==> config.mk <==
export PLATFORM = sky130hd
export DESIGN_NAME = brs_sequencer
export DESIGN_NICKNAME = d
export VERILOG_FILES = /design/src/rtl/brs_pkg.sv /design/src/rtl/brs_cnt_if.sv /design/src/rtl/brs_countdown.sv /design/src/rtl/brs_sequencer.sv
export SDC_FILE = /design/constraint.sdc
export NUM_CORES = 1
export LEC_CHECK = 0
export ABC_AREA = 1
export BUFFER_PORTS_ARGS = -buffer_cell sky130_fd_sc_hd__buf_4
export CAP_MARGIN = 20
export CORE_ASPECT_RATIO = 1.75
export CORE_MARGIN = 4
export CORE_UTILIZATION = 30
export CTS_CLUSTER_SIZE = 14
export DETAILED_ROUTE_END_ITERATION = 8
export GPL_ROUTABILITY_DRIVEN = 0
export SLEW_MARGIN = 5
export SYNTH_ARGS = -nofsm -noshare
export SYNTH_HDL_FRONTEND = slang
export SYNTH_SLANG_ARGS = --single-unit
export TNS_END_PERCENT = 50
==> constraint.sdc <==
create_clock -name clk -period 1.94 [get_ports clk]
set_input_delay 0.388 -clock clk [delete_from_list [all_inputs] [get_ports clk]]
set_output_delay 0.388 -clock clk [all_outputs]
set_load 0.01 [all_outputs]
==> src/rtl/brs_pkg.sv <==
package brs_pkg;
   // Supply monitor build variant
   typedef enum logic [1:0] {
      BRS_HIGH,
      BRS_LOW,
      BRS_OFF
   } brs_variant_type;

   // Oscillator rate used to size both countdowns
   localparam int CLK_HZ  = 100000000;
   localparam int CLK_MHZ = CLK_HZ / 1000000;

   // Times in microseconds, as printed (low end of each preset range)
   localparam int TD_US      = 3000;
   localparam int REL_HI_US  = 120;
   localparam int REL_LO_US  = 360;

   // Cycle counts derived from the rate; whole microseconds give exact counts
   localparam int TD_CYCLES     = TD_US * CLK_MHZ;
   localparam int REL_HI_CYCLES = REL_HI_US * CLK_MHZ;
   localparam int REL_LO_CYCLES = REL_LO_US * CLK_MHZ;

   // Counter width holds the longest count (300000)
   localparam int CNT_W = 19;

   // Reset values
   localparam logic [CNT_W-1:0] CNT_RESET  = 19'h00000;
   localparam logic [1:0]       SYNC_RESET = 2'h0;
   localparam logic [1:0]       RST_HOLD   = 2'h3;
endpackage

==> src/rtl/brs_cnt_if.sv <==
`timescale 1ns/1ps
interface brs_cnt_if;
   logic                        load;
   logic                        en;
   logic [brs_pkg::CNT_W-1:0]   preset;
   logic [brs_pkg::CNT_W-1:0]   value;
   logic                        zero;

   modport ctl (output load, output en, output preset, input value, input zero);
   modport cnt (input load, input en, input preset, output value, output zero);
endinterface

==> src/rtl/brs_countdown.sv <==
`timescale 1ns/1ps
module brs_countdown (
   input wire logic clk,
   input wire logic rst,
   brs_cnt_if.cnt   cif
);
   logic [brs_pkg::CNT_W-1:0] value;
   logic [brs_pkg::CNT_W-1:0] next_value;

   // Load wins over counting; stops at zero so underflow never wraps
   always_comb begin
      next_value = value;
      if (cif.load) begin
         next_value = cif.preset;
      end else if (cif.en && (value != brs_pkg::CNT_RESET)) begin
         next_value = value - brs_pkg::CNT_W'(1);
      end
   end

   always_ff @(posedge clk or posedge rst) begin
      if (rst) begin
         value <= brs_pkg::CNT_RESET;
      end else begin
         value <= next_value;
      end
   end

   assign cif.value = value;
   assign cif.zero  = (value == brs_pkg::CNT_RESET);

   // Counting steps down by exactly one per enabled cycle
   AST_CNT_STEP: assert property (@(posedge clk) disable iff (rst)
      (!cif.load && cif.en && !cif.zero) |=> (value == $past(value) - brs_pkg::CNT_W'(1)))
      else $error("countdown did not step by one");
endmodule

==> src/rtl/brs_sequencer.sv <==
`timescale 1ns/1ps
// Behaviour
// Pin low 0.5/1.5 us guarantees init
// Unmonitored parts: pin held through ramp
// Below threshold: reset, preset release countdown
// Hold reset until countdown reaches zero
// Monitor reset acts like pin reset
// Threshold regained: countdown restarts from preset
// Above trigger: 3 ms delay, reset held
// Countdown needs delay expired and threshold
// Shallow dip: countdown on recovery, no delay
// Monitor active from power-on, holds reset
// After underflow no resets while above threshold
// Disabled variant makes no internal resets
// Counters sized from clock rate
// Async assert, two-stage synchronous release
module brs_sequencer #(
   parameter brs_pkg::brs_variant_type VARIANT       = brs_pkg::BRS_HIGH,
   parameter int                       TD_CYCLES     = brs_pkg::TD_CYCLES,
   parameter int                       REL_HI_CYCLES = brs_pkg::REL_HI_CYCLES,
   parameter int                       REL_LO_CYCLES = brs_pkg::REL_LO_CYCLES
) (
   input  wire logic clk,
   input  wire logic rst,
   input  wire logic ext_reset_n,
   input  wire logic supply_above_trigger,
   input  wire logic supply_above_bor,
   output logic      sys_rst,
   output logic      bor_hold
);
   typedef enum logic [2:0] {
      S_LOW,
      S_DELAY,
      S_WAIT,
      S_COUNT,
      S_RUN
   } brs_state_type;

   localparam int REL_CYCLES = (VARIANT == brs_pkg::BRS_LOW) ? REL_LO_CYCLES : REL_HI_CYCLES;

   // Disabled build never raises a hold, not even while power-on reset is high
   localparam logic HOLD_AT_RESET = (VARIANT != brs_pkg::BRS_OFF);

   brs_state_type state;
   brs_state_type next_state;
   logic          next_bor_hold;
   logic [1:0]    trig_sync;
   logic [1:0]    next_trig_sync;
   logic [1:0]    bor_sync;
   logic [1:0]    next_bor_sync;
   logic [1:0]    rst_sync;
   logic [1:0]    next_rst_sync;
   logic          above_trig;
   logic          above_bor;
   logic          async_rst;

   brs_cnt_if td_if ();
   brs_cnt_if rel_if ();

   brs_countdown u_trigger_delay (
      .clk (clk),
      .rst (rst),
      .cif (td_if)
   );

   brs_countdown u_release_countdown (
      .clk (clk),
      .rst (rst),
      .cif (rel_if)
   );

   // Comparators are analog and asynchronous: two flops before use
   always_comb begin
      next_trig_sync = {trig_sync[0], supply_above_trigger};
      next_bor_sync  = {bor_sync[0], supply_above_bor};
   end

   always_ff @(posedge clk or posedge rst) begin
      if (rst) begin
         trig_sync <= brs_pkg::SYNC_RESET;
         bor_sync  <= brs_pkg::SYNC_RESET;
      end else begin
         trig_sync <= next_trig_sync;
         bor_sync  <= next_bor_sync;
      end
   end

   assign above_trig = trig_sync[1];
   assign above_bor  = bor_sync[1];

   assign td_if.preset  = brs_pkg::CNT_W'(TD_CYCLES);
   assign rel_if.preset = brs_pkg::CNT_W'(REL_CYCLES);

   // Monitor sequence; a trigger loss overrides every state
   always_comb begin
      next_state  = state;
      td_if.load  = 1'b0;
      td_if.en    = 1'b0;
      rel_if.load = 1'b0;
      rel_if.en   = 1'b0;
      unique case (state)
         S_LOW: begin
            td_if.load  = 1'b1;
            rel_if.load = 1'b1;
            if (above_trig) begin
               next_state = S_DELAY;
            end
         end
         S_DELAY: begin
            td_if.en    = 1'b1;
            rel_if.load = 1'b1;
            if (td_if.zero) begin
               next_state = S_WAIT;
            end
         end
         S_WAIT: begin
            rel_if.load = 1'b1;
            if (above_bor) begin
               next_state = S_COUNT;
            end
         end
         S_COUNT: begin
            if (!above_bor) begin
               next_state = S_WAIT;
            end else if (rel_if.zero) begin
               next_state = S_RUN;
            end else begin
               rel_if.en = 1'b1;
            end
         end
         S_RUN: begin
            if (!above_bor) begin
               next_state = S_WAIT;
            end
         end
      endcase
      if (!above_trig) begin
         next_state = S_LOW;
      end
      // Disabled variant never requests a reset
      next_bor_hold = (VARIANT != brs_pkg::BRS_OFF) && (next_state != S_RUN);
   end

   // Power-on reset starts the monitor in its holding state
   always_ff @(posedge clk or posedge rst) begin
      if (rst) begin
         state    <= S_LOW;
         bor_hold <= HOLD_AT_RESET;
      end else begin
         state    <= next_state;
         bor_hold <= next_bor_hold;
      end
   end

   // Power-on, pin or monitor hold forces reset at once; release waits two clean edges
   assign async_rst = rst | ~ext_reset_n | bor_hold;

   always_comb begin
      next_rst_sync = {rst_sync[0], 1'b0};
   end

   always_ff @(posedge clk or posedge async_rst) begin
      if (async_rst) begin
         rst_sync <= brs_pkg::RST_HOLD;
      end else begin
         rst_sync <= next_rst_sync;
      end
   end

   assign sys_rst = rst_sync[1];

   // Sampled-value checks; all of them pause while power-on reset is high
   AST_DROP_HOLDS: assert property (@(posedge clk) disable iff (rst)
      ($fell(above_bor) && (VARIANT != brs_pkg::BRS_OFF)) |=> bor_hold)
      else $error("threshold loss did not assert reset");

   AST_RELEASE_AT_ZERO: assert property (@(posedge clk) disable iff (rst)
      $fell(bor_hold) |-> ($past(state) == S_COUNT) && $past(rel_if.zero))
      else $error("reset released before countdown reached zero");

   AST_SAME_EFFECT: assert property (@(posedge clk) disable iff (rst)
      (bor_hold || !ext_reset_n) |-> sys_rst)
      else $error("reset source not seen on internal reset");

   AST_RESTART: assert property (@(posedge clk) disable iff (rst)
      (state == S_WAIT && above_bor && above_trig) |=>
         (state == S_COUNT) && (rel_if.value == rel_if.preset))
      else $error("countdown not restarted from preset");

   AST_DELAY_START: assert property (@(posedge clk) disable iff (rst)
      (state == S_LOW && above_trig) |=> (state == S_DELAY) && (td_if.value == td_if.preset))
      else $error("trigger delay not started");

   AST_COUNT_GATED: assert property (@(posedge clk) disable iff (rst)
      rel_if.en |-> td_if.zero && above_bor && (state == S_COUNT))
      else $error("countdown ran before delay expired");

   // A shallow dip keeps the expired delay, so recovery goes straight to counting
   AST_SHALLOW_DIP: assert property (@(posedge clk) disable iff (rst)
      (state == S_RUN && !above_bor && above_trig) |=>
         (state == S_WAIT) && td_if.zero)
      else $error("shallow dip re-armed the trigger delay");

   // Losing the trigger level re-arms the full delay, with reset held except in the disabled build
   AST_TRIG_LOSS: assert property (@(posedge clk) disable iff (rst)
      (!above_trig && (VARIANT != brs_pkg::BRS_OFF)) |=> (state == S_LOW) && bor_hold)
      else $error("trigger loss did not re-arm the delay");

   AST_POWER_ON: assert property (@(posedge clk) disable iff (rst)
      $past(rst) |-> sys_rst && (bor_hold || (VARIANT == brs_pkg::BRS_OFF)))
      else $error("reset not held after power-on");

   AST_NO_EXTRA: assert property (@(posedge clk) disable iff (rst)
      (state == S_RUN && above_bor && above_trig) |=> !bor_hold)
      else $error("spurious internal reset");

   AST_DISABLED: assert property (@(posedge clk) disable iff (rst)
      (VARIANT == brs_pkg::BRS_OFF) |-> !bor_hold)
      else $error("disabled monitor produced reset");

   AST_SYNC_RELEASE: assert property (@(posedge clk) disable iff (rst)
      $fell(sys_rst) |-> !$past(async_rst) && !$past(async_rst, 2))
      else $error("reset released without two clean edges");
endmodule

=== Word-level counts from Yosys, hierarchy flattened ===
Cells that the tools add are included.

* Input port bits: 5
* Logic and storage cells: 44
* Register bits after elaboration: 48

* Reduce and logical (&&, ||, !) cells: 10
* Bitwise operators: 3
* Add/sub/neg operators: 2
* Eq/ne operators: 5
* Mux-type cells: 17

{| class="wikitable"
|+ Operators by type and width
! operator !! count
|-
| $mux W19 || 4
|-
| $logic_not A19 Y1 || 2
|-
| $reduce_bool A19 Y1 || 2
|-
| $sub A19 B1 Y19 const B || 2
|-
| $mux W3 || 6
|-
| $pmux W3 S5 || 1
|-
| $eq A3 B2 Y1 const B || 2
|-
| $mux W1 || 6
|-
| $reduce_bool A2 Y1 || 2
|-
| $eq A3 B1 Y1 const B || 1
|-
| $eq A3 B3 Y1 const B || 1
|-
| $logic_not A3 Y1 || 1
|-
| $ne A3 B3 Y1 const B || 1
|-
| $reduce_or A3 Y1 || 1
|-
| $logic_and A1 B1 Y1 || 2
|-
| $or A1 B1 Y1 || 2
|-
| $not A1 Y1 || 1
|}

=== Longest topological paths before layout ===
Gate-level depths: netlist (run 1).

* Word-level depth: 7
* Gate-level depth with buffers: 11
* Gate-level depth less buffers: 10

=== Cells and area by module ===
From an unflattened synthesis (run 1), not the netlist that was laid out.

* Cell total of the unflattened synthesis: 498
* Area total of the unflattened synthesis: 3,364.5 µm²

{| class="wikitable"
|+ Modules (own cells, without submodules)
! module !! times used !! area an instance (µm²) !! cells an instance
|-
| brs_countdown || 2 || 1,448.9 || 221
|-
| brs_sequencer || 1 || 466.7 || 56
|}

=== Worst setup path before layout (run 1) ===
OpenSTA, ideal clock, no wires.

* Path kind: register -> register
* Start: register u_trigger_delay.value (netlist bit u_trigger_delay.cif.value[0])
* End: register u_trigger_delay.value (netlist bit u_trigger_delay.cif.value[16])
* Library setup time: 0.116 ns
* Data arrival time: 1.467 ns
* Buffers on the path: 1
* Cell stages (with the launch flop): 11
* Slack: 0.357 ns
* Cell sequence: dfrtp_1 -> clkinv_1 -> ha_1 -> clkbuf_1 -> nand2_1 -> nor2_1 -> nand2_1 -> xor2_1 -> nor2_1 -> nand2_1 -> nand2_1

* Cells in the longest elaborated chain, start to end: 3
* Elaborated cells between the ends (all ways): 6
* Those cells by class: add/sub: 1; mux: 2; reduce/logical: 3

{| class="wikitable"
|+ RTL lines
! what !! line !! RTL
|-
| start, declared || brs_countdown.sv:7 || <nowiki>logic [brs_pkg::CNT_W-1:0] value;</nowiki>
|-
| start signal, assigned || brs_countdown.sv:22 || <nowiki>value <= brs_pkg::CNT_RESET;</nowiki>
|-
| start signal, assigned || brs_countdown.sv:24 || <nowiki>value <= next_value;</nowiki>
|-
| $sub A19 B1 Y19 / $reduce_bool A19 Y1 (equally long branches) || brs_countdown.sv:16, brs_countdown.sv:15 ||
|-
| $mux W19 / $logic_and A1 B1 Y1 (equally long branches) || brs_countdown.sv:15 || <nowiki>end else if (cif.en && (value != brs_pkg::CNT_RESET)) begin</nowiki>
|-
| $mux W19 / $reduce_bool A2 Y1 (equally long branches) || -- ||
|}

Several ways; a longest one is shown, not always the timed one. The select of a mux whose other input is x is not followed.
A chain may end at the register's enable or synchronous reset.

=== Worst setup path after layout (run 1) ===
* Start: register u_trigger_delay.value (netlist bit u_trigger_delay.cif.value[1])
* End: register u_trigger_delay.value (netlist bit u_trigger_delay.cif.value[10])

The elaborated chain is that of the path after synthesis.

==> results.txt, run 1 <==
----------------------------------------------------
[GRT]
  Leftover overflow at the end of global routing ... 0
  Initial antenna violation count ... 0
  Via count of the first global-routing pass ... 2598
  Pin count of the biggest net entering global routing ... 24
  Global-route wire length before repair ... 11800 µm
  Global-route total usage across every layer ... 12.5%

[Critical path]
  Worst stage delay on the critical path ... 0.39 ns
  Critical path data arrival time ... 1.89 ns
  Sequence of cells on the critical path ... inv_1 > ha_1 > nand2_1 > nor2_2 > nand3b_2 > nand2_2 > nand2_4 > inv_4 > o21ai_0
  Cell with the largest stage delay on the worst path ... sky130_fd_sc_hd__dfrtp_1
  Top Family by Delay on Critical Path ... simple AND/OR/NAND/NOR gates
  Endpoint class of the critical path ... register
  Buffers and inverters on the worst path ... 2
  Crit path max fanout ... 16
  Startpoint types ... register
  Critical path required time ... 2.10 ns
  Worst setup path category ... register to register

[Floorplanning]
  Die boundary height ... 140 µm
  Die X ... 83.4 µm
  Starting density of the core ... 31.1%
  Number of I/O pins ... 7
  Cell Rows ... 47
  Die Outline Area ... 0.0117 mm²
  Core outline area ... 0.00959 mm²

[Clocking]
  Num Clock Sinks ... 48
  Clock transition at the registers of the reported paths ... 0.06 ns
  Post-CTS setup repair buffer count ... 0
  Clock latency reported for the late side of the worst-skew pair ... 0.29 ns
  Number of buffers created by CTS ... 5
  Cts repair resizes ... 0
  Hold buffer count at cts ... 0
  Number of levels the H-tree was split into ... 2
  CTS tree ... built
  Maximum count of clock buffers along a single path ... 2
  Buffer type at the clock tree root ... sky130_fd_sc_hd__clkbuf_16

[Logic synthesis]
  Top cells by area in the synthesized netlist ... sky130_fd_sc_hd__dfrtp_1 (38%), sky130_fd_sc_hd__nand2_1 (17%), sky130_fd_sc_hd__nor2_1 (9.9%), sky130_fd_sc_hd__nand3_1 (6.0%), sky130_fd_sc_hd__inv_1 (5.0%)
  Fraction of the mapped netlist area in compound gates ... 6.34%
  Synthesized netlist net count ... 436
  Post-synthesis average cell area ... 6.98 µm²
  Fraction of synthesized cell area taken by the top area cell type ... 37.8%
  Number of different library cells in the post-synthesis netlist ... 32
  Area share of fa/ha/maj cells after synthesis ... 1.68%
  Share of synthesized cell area in and, or, nand and nor gates ... 39.3%
  XOR/XNOR Fraction of Synth Area ... 4.11%
  Cell type with the highest aggregate area in the netlist ... sky130_fd_sc_hd__dfrtp_1
  Post-Synthesis Cell Area ... 0.00298 mm²
  Post-Synthesis Cells ... 427
  Mux share of post-synthesis cell area ... 0%
  Sequential area share after synthesis ... 40.4%
  Warnings from Yosys ... 0
  Dominant combinational cell family by area after synthesis ... simple AND/OR/NAND/NOR gates
  Yosys reg bits ... 48

[STA]
  Fin Setup TNS ... 0 ns
  Final Max Slew Viols ... 0
  Achievable clock frequency ... 579 MHz
  Final setup viols ... 0
  Worst Hold Slack ... 0.0430 ns
  Clock skew ... 0.00546 ns
  Final clock period utilization by the worst path ... 89.0%
  Final Hold Fails ... 0
  Final Critical Period ... 1.73 ns
  RSZ-0062 raised after global routing ... false

[Layout]
  Layout area overhead ... 11.6%
  Share of cells above drive strength 1 ... 11.1%
  Number of diodes added for antenna fixing ... 0
  NumNets Final ... 449
  Non-filler cells in the finished layout ... 563
  Most frequent standard cell in the layout excluding fill and tap cells ... sky130_fd_sc_hd__nand2_1
  Commonest cells after routing, fill and taps aside ... sky130_fd_sc_hd__nand2_1 (134), sky130_fd_sc_hd__nor2_1 (79), sky130_fd_sc_hd__dfrtp_1 (45)

[Job]
  Number of max-cap violations ... 0

[Routing]
  Drt drc ... 0
  Initial DRC count ... 103
  Router iterations before antenna repair ... 4
  Routed vias/inst ... 4.70
  Total detailed-routing wirelength ... 6990 µm
  Detailed-route via count ... 2645
  Remaining antenna violation count ... 0
  Routed WL per cell ... 12.4 µm

[Placement]
  Final HPWL DP ... 5490 µm
  Cell count after placement ... 555
  Number of buffers added on ports ... 6

[Run status]
  Outcome ... finished clean

[Min path]
  Hold Crit Class ... input port to asynchronous set/reset pin

[Power and ir drop]
  Worst supply voltage drop on vdd ... 486 µV
  Power density over the cells ... 675 mW/mm²
  Leakage Power ... 1.65 nW

----------------------------------------------------
-- state kept, by name, summed over array words and instances (netlist names) --
| register | cells |
|---|---|
| state | 3 |
| u_trigger_delay.cif.value | 19 |
| bor_hold | 1 |
| bor_sync | 2 |
| trig_sync | 2 |
| rst_sync | 2 |
| u_release_countdown.cif.value | 19 |
-- metrics by stage --
| stage | worst slack, ns | area [µm²] | power, mW | util, % |
|---|---|---|---|---|
| after global routing | 0.0466 | 3330 | 2.37 | 34.7 |
| after detailed placement | 0.220 | 3190 | 1.43 | 33.3 |
| after floorplan | 0.357 | 2980 | 1.34 | - |
| after CTS | 0.191 | 3330 | 2.28 | 34.7 |
| final | 0.213 | 3330 | 2.25 | 34.7 |
| after global placement | 0.240 | 3190 | 1.42 | 33.3 |
-- worst reg2reg max path, stage by stage, from the launching register on --
cell	delay, ns
sky130_fd_sc_hd__dfrtp_1	0.39
sky130_fd_sc_hd__inv_1	0.10
sky130_fd_sc_hd__ha_1	0.16
sky130_fd_sc_hd__nand2_1	0.09
sky130_fd_sc_hd__nor2_2	0.13
sky130_fd_sc_hd__nand3b_2	0.10
sky130_fd_sc_hd__nand2_2	0.16
sky130_fd_sc_hd__nand2_4	0.16
sky130_fd_sc_hd__inv_4	0.19
sky130_fd_sc_hd__o21ai_0	0.12
-- Yosys cell counts --
cell type and number:
sky130_fd_sc_hd__dfrtp_1 45, sky130_fd_sc_hd__xor2_1 14, sky130_fd_sc_hd__nand4_1 7, sky130_fd_sc_hd__buf_6 4, sky130_fd_sc_hd__clkinv_1 2, sky130_fd_sc_hd__inv_4 1, sky130_fd_sc_hd__nand3b_2 1, sky130_fd_sc_hd__nand2_4 1
sky130_fd_sc_hd__and2_1 2, sky130_fd_sc_hd__nor2_2 3, sky130_fd_sc_hd__nand2_1 134, sky130_fd_sc_hd__inv_1 40, sky130_fd_sc_hd__a21oi_1 3, sky130_fd_sc_hd__ha_1 4, sky130_fd_sc_hd__o21ai_0 15, sky130_fd_sc_hd__o22ai_1 1
sky130_fd_sc_hd__nand2_2 3, sky130_fd_sc_hd__nand3_2 2, sky130_fd_sc_hd__nor2_4 3, sky130_fd_sc_hd__nor2_1 79, sky130_fd_sc_hd__nand3_1 36, sky130_fd_sc_hd__a21o_1 1, sky130_fd_sc_hd__dfstp_2 3, sky130_fd_sc_hd__buf_2 1
sky130_fd_sc_hd__nor3_1 3, sky130_fd_sc_hd__o21ai_1 3, sky130_fd_sc_hd__buf_4 1, sky130_fd_sc_hd__clkbuf_1 3, sky130_fd_sc_hd__conb_1 1, sky130_fd_sc_hd__inv_2 2, sky130_fd_sc_hd__or2_0 1, sky130_fd_sc_hd__o21ai_2 8
-- cell type report --
| cell class | count | area (µm²) |
|---|---|---|
| clock buffer | 7 | 133 |
| clock inverter | 1 | 5.00 |
| fill | 1035 | 6260 |
| inverter | 45 | 171 |
| multi-input combinational | 325 | 1540 |
| sequential | 48 | 1200 |
| tap | 122 | 153 |
| timing repair buffer | 15 | 125 |
-- report_power, final --
part / internal, mW / switching, mW
combinational: 0.0998 / 0.209
clock: 0.477 / 0.359
sequential: 1.05 / 0.0508
total: 1.63 / 0.618
-- logic make-up after synthesis --
logic type / after synthesis
AND/OR/NAND/NOR: 275
buffers and inverters: 54
flip-flops: 48
AO/OA/AOI/OAI: 31
XOR/XNOR: 14
adder cells (fa/ha/maj): 4
other: 1
-- path summary, 6_finish.rpt --
check / start / end / slack (ns) / cells past startpoint
max: u_trigger_delay.cif.value[1]$_DFFE_PP0P_ / u_trigger_delay.cif.value[10]$_DFFE_PP0P_ / 0.21 / 9
min: rst / state[2]$_DFF_PP0_ / 0.04 / 2
max reg2reg: u_trigger_delay.cif.value[1]$_DFFE_PP0P_ / u_trigger_delay.cif.value[10]$_DFFE_PP0P_ / 0.21 / 9
min reg2reg: bor_sync[0]$_DFF_PP0_ / bor_sync[1]$_DFF_PP0_ / 0.35 / 0
max in group asynchronous: rst / u_trigger_delay.cif.value[9]$_DFFE_PP0P_ / 1.37 / 3
min in group clk: supply_above_trigger / trig_sync[0]$_DFF_PP0_ / 0.20 / 1
-- routing by layer --
metal  GRT usage [%]  vias to the layer above  routed length (µm)
li1                -                     1352                   -
met1            12.3                     1240                2690
met2            24.4                       34                3890
met3            2.19                       19                 119
met4            6.55                        0                 299
met5               0                        -                   0
No activity file was read; power rests on OpenSTA's default activity.
==> run 2, diff against run 1 <==
- CORE_MARGIN: 4 -> 2
- CTS_CLUSTER_DIAMETER: default -> 80
==> results.txt, run 2 (synthesis results as in run 1) <==
----------------------------------------------------
[Power and ir drop]
  Int Power ... 1.77 mW (+8.5%)
  Clock network fraction of design power ... 41.2% (+4.0 points)
  Comb power frac ... 13.1% (-0.6 points)
  Switching power share of the total ... 26.8% (-0.75 points)
  Sw Pwr ... 0.646 mW (+4.4%)
  Worst supply voltage drop on vdd ... 523 µV (+7.5%)
  Power density over the cells ... 718 mW/mm² (+6.4%)
  Relative contribution of sequential cells to total power ... 45.7% (-3.3 points)
  Leakage Power ... 1.66 nW (+0.60%)

[Critical path]
  Sequence of cells on the critical path ... inv_1 > ha_1 > nand2_1 > nor2_1 > nand3_1 > nand2_1 > nor2_1 > nand2_1 > o21ai_0
  Crit path max fanout ... 5 (-11)
  Startpoint types ... register
  Worst stage delay on the critical path ... 0.38 ns (about the same)
  Worst setup path category ... register to register
  Endpoint class of the critical path ... register
  Cell with the largest stage delay on the worst path ... sky130_fd_sc_hd__dfrtp_1
  Critical path data arrival time ... 1.89 ns (about the same)
  Crit path top cell by count ... sky130_fd_sc_hd__nand2_1
  Critical path required time ... 2.11 ns (about the same)
  Top Family by Delay on Critical Path ... simple AND/OR/NAND/NOR gates
  Buffers and inverters on the worst path ... 1 (-1)

[Min path]
  Hold Crit Class ... input port to asynchronous set/reset pin

[Floorplanning]
  Starting density of the core ... 30.5% (-0.65 points)
  Cell Rows ... 48 (+2.1%)
  Number of I/O pins ... 7 (unchanged)
  Die Outline Area ... 0.0108 mm² (-7.5%)
  Die boundary height ... 136 µm (-2.9%)
  Core outline area ... 0.00979 mm² (+2.1%)
  Die X ... 79.4 µm (-4.8%)

[STA]
  Final Max Slew Viols ... 0 (unchanged)
  Achievable clock frequency ... 580 MHz (+0.22%)
  Final Hold Fails ... 0 (unchanged)
  Clock skew ... 0.00290 ns (-0.00255 ns)
  RSZ-0062 raised after global routing ... false
  Final setup viols ... 0 (unchanged)
  Final Critical Period ... 1.72 ns (-0.00383 ns)
  Worst Hold Slack ... 0.0789 ns (+0.0359 ns)
  Fin Setup TNS ... 0 ns (unchanged)
  Setup slack of the critical path after layout ... 0.216 ns (+0.00383 ns)
  Final clock period utilization by the worst path ... 88.8% (-0.20 points)

[Placement]
  Pre-CTS setup slack ... 0.184 ns (-0.0360 ns)
  Final HPWL DP ... 5460 µm (-0.47%)
  Number of buffers added on ports ... 6 (unchanged)

[Layout]
  Most frequent standard cell in the layout excluding fill and tap cells ... sky130_fd_sc_hd__nand2_1
  FILL cells ... 1049 (+1.4%)
  Layout area overhead ... 12.7%
  Biggest regs ... u_release_countdown.cif.value: 19 flops, u_trigger_delay.cif.value: 19 flops, state: 3 flops
  Commonest cells after routing, fill and taps aside ... sky130_fd_sc_hd__nand2_1 (134), sky130_fd_sc_hd__nor2_1 (79), sky130_fd_sc_hd__dfrtp_1 (45)
  NumNets Final ... 450 (+0.22%)
  Number of diodes added for antenna fixing ... 0 (unchanged)
  Share of cells above drive strength 1 ... 11.8% (+0.65 points)

[Clocking]
  Clock latency reported for the late side of the worst-skew pair ... 0.29 ns (about the same)
  Maximum count of clock buffers along a single path ... 2 (unchanged)
  Num Clock Sinks ... 48 (unchanged)
  CTS tree ... built
  Hold buffer count at cts ... 0 (unchanged)
  Number of buffers created by CTS ... 5 (unchanged)
  Buffer type at the clock tree root ... sky130_fd_sc_hd__clkbuf_16
  Number of levels the H-tree was split into ... 2 (unchanged)
  Cts repair resizes ... 0 (unchanged)
  Post-CTS setup repair buffer count ... 0 (unchanged)
  Clock transition at the registers of the reported paths ... 0.07 ns (about the same)

[Routing]
  Routed WL per cell ... 12.3 µm (-0.95%)
  Initial DRC count ... 186 (+81%)
  Drt drc ... 0 (unchanged)
  Routed vias/inst ... 4.70 (about the same)
  Detailed-route via count ... 2665 (+0.76%)
  Router iterations before antenna repair ... 6 (+2)
  Total detailed-routing wirelength ... 6970 µm (-0.24%)
  Remaining antenna violation count ... 0 (unchanged)

[GRT]
  Leftover overflow at the end of global routing ... 0 (unchanged)
  Initial antenna violation count ... 0 (unchanged)
  Pin count of the biggest net entering global routing ... 21 (-13%)
  Via count of the first global-routing pass ... 2616 (+0.69%)
  Global-route total usage across every layer ... 14.0% (+1.5 points)
  Global-route wire length before repair ... 11900 µm (+0.88%)

[Job]
  Number of max-cap violations ... 0 (unchanged)

[Run status]
  Outcome ... finished clean

----------------------------------------------------
[run 2: layout make-up]
cell class,count,area [µm²],area share [%]
Clock buffer,5,125,3.72
Timing Repair Buffer,16,120,3.58
Sequential cell,48,1200,35.9
Inverter,45,174,5.18
Clock inverter,3,42.5,1.27
Multi-Input combinational cell,325,1540,45.7
Tap cell,125,156,4.66
[run 2: layer usage]
layer / vias to the layer above / routed length [µm] / GRT usage [%] / share of wire [%]
li1: 1357 / - / - / -
met1: 1248 / 2650 / 14.9 / 38
met2: 38 / 3870 / 26.3 / 56
met3: 22 / 122 / 1.93 / 1.7
met4: 0 / 325 / 7.09 / 4.7
met5: - / 0 / 0 / 0
[run 2: power by group through the flow]
| stage | logic (mW) | clock network (mW) | registers (mW) |
|---|---|---|---|
| after floorplan | 0.232 | 0 | 1.10 |
| after global placement | 0.312 | 0 | 1.12 |
| after detailed placement | 0.315 | 0 | 1.12 |
| after CTS | 0.318 | 1.02 | 1.10 |
| after global routing | 0.365 | 1.06 | 1.11 |
| final | 0.315 | 0.993 | 1.10 |
[run 2: path summary, 6_finish.rpt]
path	startpoint	endpoint	slack (ns)	depth (start not counted)
hold / removal	rst	u_release_countdown.cif.value[16]$_DFFE_PP0P_	0.08	2
hold reg to reg	trig_sync[0]$_DFF_PP0_	trig_sync[1]$_DFF_PP0_	0.36	0
setup reg to reg	u_release_countdown.cif.value[1]$_DFFE_PP0P_	u_release_countdown.cif.value[16]$_DFFE_PP0P_	0.22	9
min in group clk	supply_above_trigger	trig_sync[0]$_DFF_PP0_	0.21	1
max in group asynchronous	rst	rst_sync[0]$_DFF_PP1_	1.33	4
setup / recovery	u_release_countdown.cif.value[1]$_DFFE_PP0P_	u_release_countdown.cif.value[16]$_DFFE_PP0P_	0.22	9
[run 2: stage by stage]
stage / cell area, µm² / power [mW] / util [%] / cells
final: 3360 / 2.41 / 34.3 / 567
after global routing: 3360 / 2.54 / 34.3 / 567
after CTS: 3360 / 2.44 / 34.3 / 567
after detailed placement: 3190 / 1.44 / 32.6 / 559
after global placement: 3190 / 1.43 / 32.6 / 559
after floorplan: 2980 / 1.34 / - / 427
==> run 3, diff against run 2 <==
- SYNTH_HIERARCHICAL: default -> 1
==> results.txt, run 3 <==
----------------------------------------------------
[Clocking]
  Maximum count of clock buffers along a single path ... 2 (unchanged)
  Clock transition at the registers of the reported paths ... 0.07 ns (about the same)
  Number of buffers created by CTS ... 5 (unchanged)
  CTS tree ... built
  Num Clock Sinks ... 48 (unchanged)
  Hold buffer count at cts ... 0 (unchanged)
  Number of levels the H-tree was split into ... 2 (unchanged)
  Clock latency reported for the late side of the worst-skew pair ... 0.29 ns (about the same)
  Buffer type at the clock tree root ... sky130_fd_sc_hd__clkbuf_16

[Power and ir drop]
  Sw Pwr ... 0.839 mW (+30%)
  Clock network fraction of design power ... 34.4% (-6.8 points)
  Switching power share of the total ... 31.8% (+5.1 points)
  Relative contribution of sequential cells to total power ... 45.4% (-0.3 points)
  Design Power ... 2.64 mW (+9.3%)
  Int Power ... 1.80 mW (+1.8%)
  Worst supply voltage drop on vdd ... 362 µV (-31%)
  Leakage Power ... 1.99 nW (+20%)
  Comb power frac ... 20.2% (+7.1 points)
  Power density over the cells ... 662 mW/mm² (-7.8%)

[Critical path]
  Worst-case reg-to-reg path depth ... 12 (+3)
  Cell with the largest stage delay on the worst path ... sky130_fd_sc_hd__dfrtp_2
  Termination of the worst setup path ... u_release_countdown/cif.value[5]$_DFFE_PP0P_
  Worst setup path category ... register to register
  Critical path data arrival time ... 1.96 ns (+0.07 ns)
  Startpoint types ... register
  Flop2flop setup slack ... 0.14 ns (-0.07 ns)
  Sequence of cells on the critical path ... nor2_4 > nand2_2 > nor2_4 > nand3_4 > inv_2 > nor2_1 > nand2_2 > inv_2 > nand2_4 > clkinvlp_4 > nand3_2 > nand3_1
  Buffers and inverters on the worst path ... 3 (+2)
  Number of cells on the critical path ... 12 (+3)
  Reg2reg start ... u_release_countdown/cif.value[13]$_DFFE_PP0P_
  Capture instance of the worst register-to-register path ... u_release_countdown/cif.value[5]$_DFFE_PP0P_
  Endpoint class of the critical path ... register
  Critical path required time ... 2.11 ns (about the same)
  Crit path max fanout ... 7 (+2)
  Critical Path Source ... u_release_countdown/cif.value[13]$_DFFE_PP0P_
  Worst stage delay on the critical path ... 0.46 ns (+0.08 ns)
  Top Family by Delay on Critical Path ... simple AND/OR/NAND/NOR gates

[Layout]
  Most frequent standard cell in the layout excluding fill and tap cells ... sky130_fd_sc_hd__nand2_1
  Final Util ... 36.1% (+1.8 points)
  Number of diodes added for antenna fixing ... 0 (unchanged)
  Sequential cell area ... 0.00121 mm² (+0.31%)
  Biggest regs ... u_release_countdown/cif.value: 19 flops, u_trigger_delay/cif.value: 19 flops, state: 3 flops
  FILL cells ... 1166 (+11%)
  Share of cells above drive strength 1 ... 17.7% (+6.0 points)
  Final Instance Area ... 0.00398 mm² (+19%)
  Commonest cells after routing, fill and taps aside ... sky130_fd_sc_hd__nand2_1 (188), sky130_fd_sc_hd__nand3_1 (57), sky130_fd_sc_hd__nor2_1 (56)
  Non-filler cells in the finished layout ... 690 (+22%)
  Layout area overhead ... 18.4%
  Footprint of the multi-input gates ... 0.00205 mm² (+34%)
  NumNets Final ... 564 (+25%)

[STA]
  Final Max Slew Viols ... 0 (unchanged)
  Clock skew ... 0.00339 ns (+0.000482 ns)
  Fin Setup TNS ... 0 ns (unchanged)
  Achievable clock frequency ... 557 MHz (-4.0%)
  Final Critical Period ... 1.80 ns (+0.0716 ns)
  Worst Hold Slack ... 0.0569 ns (-0.0219 ns)
  Final setup viols ... 0 (unchanged)
  Setup slack of the critical path after layout ... 0.145 ns (-0.0716 ns)
  Final Hold Fails ... 0 (unchanged)
  Final clock period utilization by the worst path ... 92.5% (+3.7 points)

[Min path]
  Hold Crit Class ... input port to asynchronous set/reset pin

[Floorplanning]
  Core outline area ... 0.0110 mm² (+13%)
  Number of I/O pins ... 7 (unchanged)
  Starting density of the core ... 30.5% (about the same)
  Die X ... 84.1 µm (+5.9%)
  Cell Rows ... 51 (+6.3%)
  Die boundary height ... 144 µm (+6.0%)
  Die Outline Area ... 0.0121 mm² (+12%)

[Run status]
  Outcome ... finished clean

[GRT]
  Initial antenna violation count ... 0 (unchanged)
  Pin count of the biggest net entering global routing ... 22 (+4.8%)
  Via count of the first global-routing pass ... 3168 (+21%)
  Global-route total usage across every layer ... 14.7% (+0.74 points)
  Global-route wire length before repair ... 14300 µm (+20%)
  Leftover overflow at the end of global routing ... 0 (unchanged)

[Logic synthesis]
  Share of flip-flops with an asynchronous set or reset after synthesis ... 100% (unchanged)
  Post-synthesis average cell area ... 6.76 µm² (-3.2%)
  Yosys reg bits ... 48 (unchanged)
  Post-Synthesis Cell Area ... 0.00336 mm² (+13%)
  Most numerous cell types in the synthesized netlist ... sky130_fd_sc_hd__nand2_1 (190), sky130_fd_sc_hd__nand3_1 (60), sky130_fd_sc_hd__nor2_1 (59), sky130_fd_sc_hd__dfrtp_1 (45), sky130_fd_sc_hd__inv_1 (45)
  Warnings from Yosys ... 6 (+6)
  Cell type with the highest aggregate area in the netlist ... sky130_fd_sc_hd__dfrtp_1
  Most numerous cell in the Yosys netlist ... sky130_fd_sc_hd__nand2_1
  Primary flip-flop cell chosen by synthesis mapping ... sky130_fd_sc_hd__dfrtp_1
  Post-Synthesis Cells ... 498 (+17%)
  Top cells by area in the synthesized netlist ... sky130_fd_sc_hd__dfrtp_1 (33%), sky130_fd_sc_hd__nand2_1 (21%), sky130_fd_sc_hd__nand3_1 (8.9%), sky130_fd_sc_hd__nor2_1 (6.6%), sky130_fd_sc_hd__inv_1 (5.0%)
  Sequential area share after synthesis ... 35.8% (-4.6 points)
  Number of enable-type register cells in the synthesized netlist ... 0 (unchanged)
  Number of different library cells in the post-synthesis netlist ... 29 (-9.4%)
  Fraction of synthesized cell area taken by the top area cell type ... 33.5% (-4.3 points)

[Routing]
  Total detailed-routing wirelength ... 8470 µm (+22%)
  Drt drc ... 0 (unchanged)
  Routed WL per cell ... 12.3 µm (-0.15%)
  Router iterations before antenna repair ... 5 (-1)
  Routed vias/inst ... 4.58 (-2.7%)
  Remaining antenna violation count ... 0 (unchanged)
  Detailed-route via count ... 3157 (+18%)
  Initial DRC count ... 136 (-27%)

[Placement]
  Pre-CTS setup slack ... 0.0809 ns (-0.103 ns)
  Post-Place Cell Area ... 0.00374 mm² (+17%)
  Final HPWL DP ... 6170 µm (+13%)
  Cell count after placement ... 677 (+21%)
  Number of buffers added on ports ... 6 (unchanged)

[Job]
  Number of max-cap violations ... 0 (unchanged)

----------------------------------------------------
[run 3: cell count changes in the layout (fill, tap and decap cells not counted), moves of 4 or more]
cell / before / now
sky130_fd_sc_hd__a31oi_1: 0 / 4
sky130_fd_sc_hd__buf_4: 16 / 26
sky130_fd_sc_hd__conb_1: 1 / 39
sky130_fd_sc_hd__inv_2: 3 / 9
sky130_fd_sc_hd__nand2_1: 134 / 188
sky130_fd_sc_hd__nand2_2: 3 / 8
sky130_fd_sc_hd__nand3_1: 36 / 57
sky130_fd_sc_hd__nand3_2: 2 / 6
sky130_fd_sc_hd__nand3_4: 0 / 4
sky130_fd_sc_hd__nand4_1: 7 / 1
sky130_fd_sc_hd__nor2_1: 79 / 56
sky130_fd_sc_hd__xor2_1: 14 / 6
[run 3: cell type report]
class | count | share of cell area (%)
clock inverters | 1 | 0.189
clock buffers | 7 | 3.58
inverters | 52 | 5.31
multi-input cells | 424 | 51.5
well taps | 132 | 4.15
repair buffers | 26 | 4.90
flip-flops and latches | 48 | 30.3
[run 3: per-layer routing]
| metal | track usage, % | part of all wire [%] | routed length [µm] |
|---|---|---|---|
| met1 | 15.2 | 39 | 3300 |
| met2 | 28.4 | 56 | 4780 |
| met3 | 1.66 | 1.7 | 144 |
| met4 | 8.40 | 2.9 | 246 |
| met5 | 0 | 0 | 0 |
[run 3: worst min-delay path by stage]
stage                                  end                    from  cells past startpoint  slack [ns]
floorplan            bor_sync[0]$_DFF_PP0_                     rst                      1        0.21
global placement    trig_sync[1]$_DFF_PP0_  trig_sync[0]$_DFF_PP0_                      0        0.34
detailed placement   rst_sync[1]$_DFF_PP1_   rst_sync[0]$_DFF_PP1_                      0        0.35
CTS                     state[0]$_DFF_PP0_                     rst                      2        0.06
global route            state[1]$_DFF_PP0_                     rst                      2        0.09
finish                  state[2]$_DFF_PP0_                     rst                      2        0.06
[run 3: cell families after synthesis]
| logic type | share of synthesized area [%] |
|---|---|
| xor+xnor | 1.56 |
| fa+ha+maj | 0.744 |
| simple gates | 46.5 |
| other cells | 0.223 |
| buf+inv | 8.96 |
| compound gates | 6.17 |
| flops | 35.8 |
[run 3: worst register-to-register path, stage by stage (launching register included)]
cell and delay, ns:
sky130_fd_sc_hd__dfrtp_2 0.46, sky130_fd_sc_hd__nor2_4 0.14, sky130_fd_sc_hd__nand2_2 0.09, sky130_fd_sc_hd__nor2_4 0.16, sky130_fd_sc_hd__nand3_4 0.08, sky130_fd_sc_hd__inv_2 0.06
sky130_fd_sc_hd__nor2_1 0.04, sky130_fd_sc_hd__nand2_2 0.08, sky130_fd_sc_hd__inv_2 0.05, sky130_fd_sc_hd__nand2_4 0.10, sky130_fd_sc_hd__clkinvlp_4 0.20, sky130_fd_sc_hd__nand3_2 0.12
sky130_fd_sc_hd__nand3_1 0.09
[run 3: what timing repair did]
item / in CTS / in global routing
setup endpoints to repair: 0 / 14
gates resized for setup: 0 / 20
buffers inserted: 0 / 5
[run 3: power groups by stage]
stage / clock [mW] / combinational [mW] / sequential (mW)
detailed placement: 0 / 0.524 / 1.21
global route: 0.992 / 0.608 / 1.21
finish: 0.906 / 0.533 / 1.20
CTS: 0.942 / 0.526 / 1.19
global placement: 0 / 0.506 / 1.21
floorplan: 0 / 0.411 / 1.18
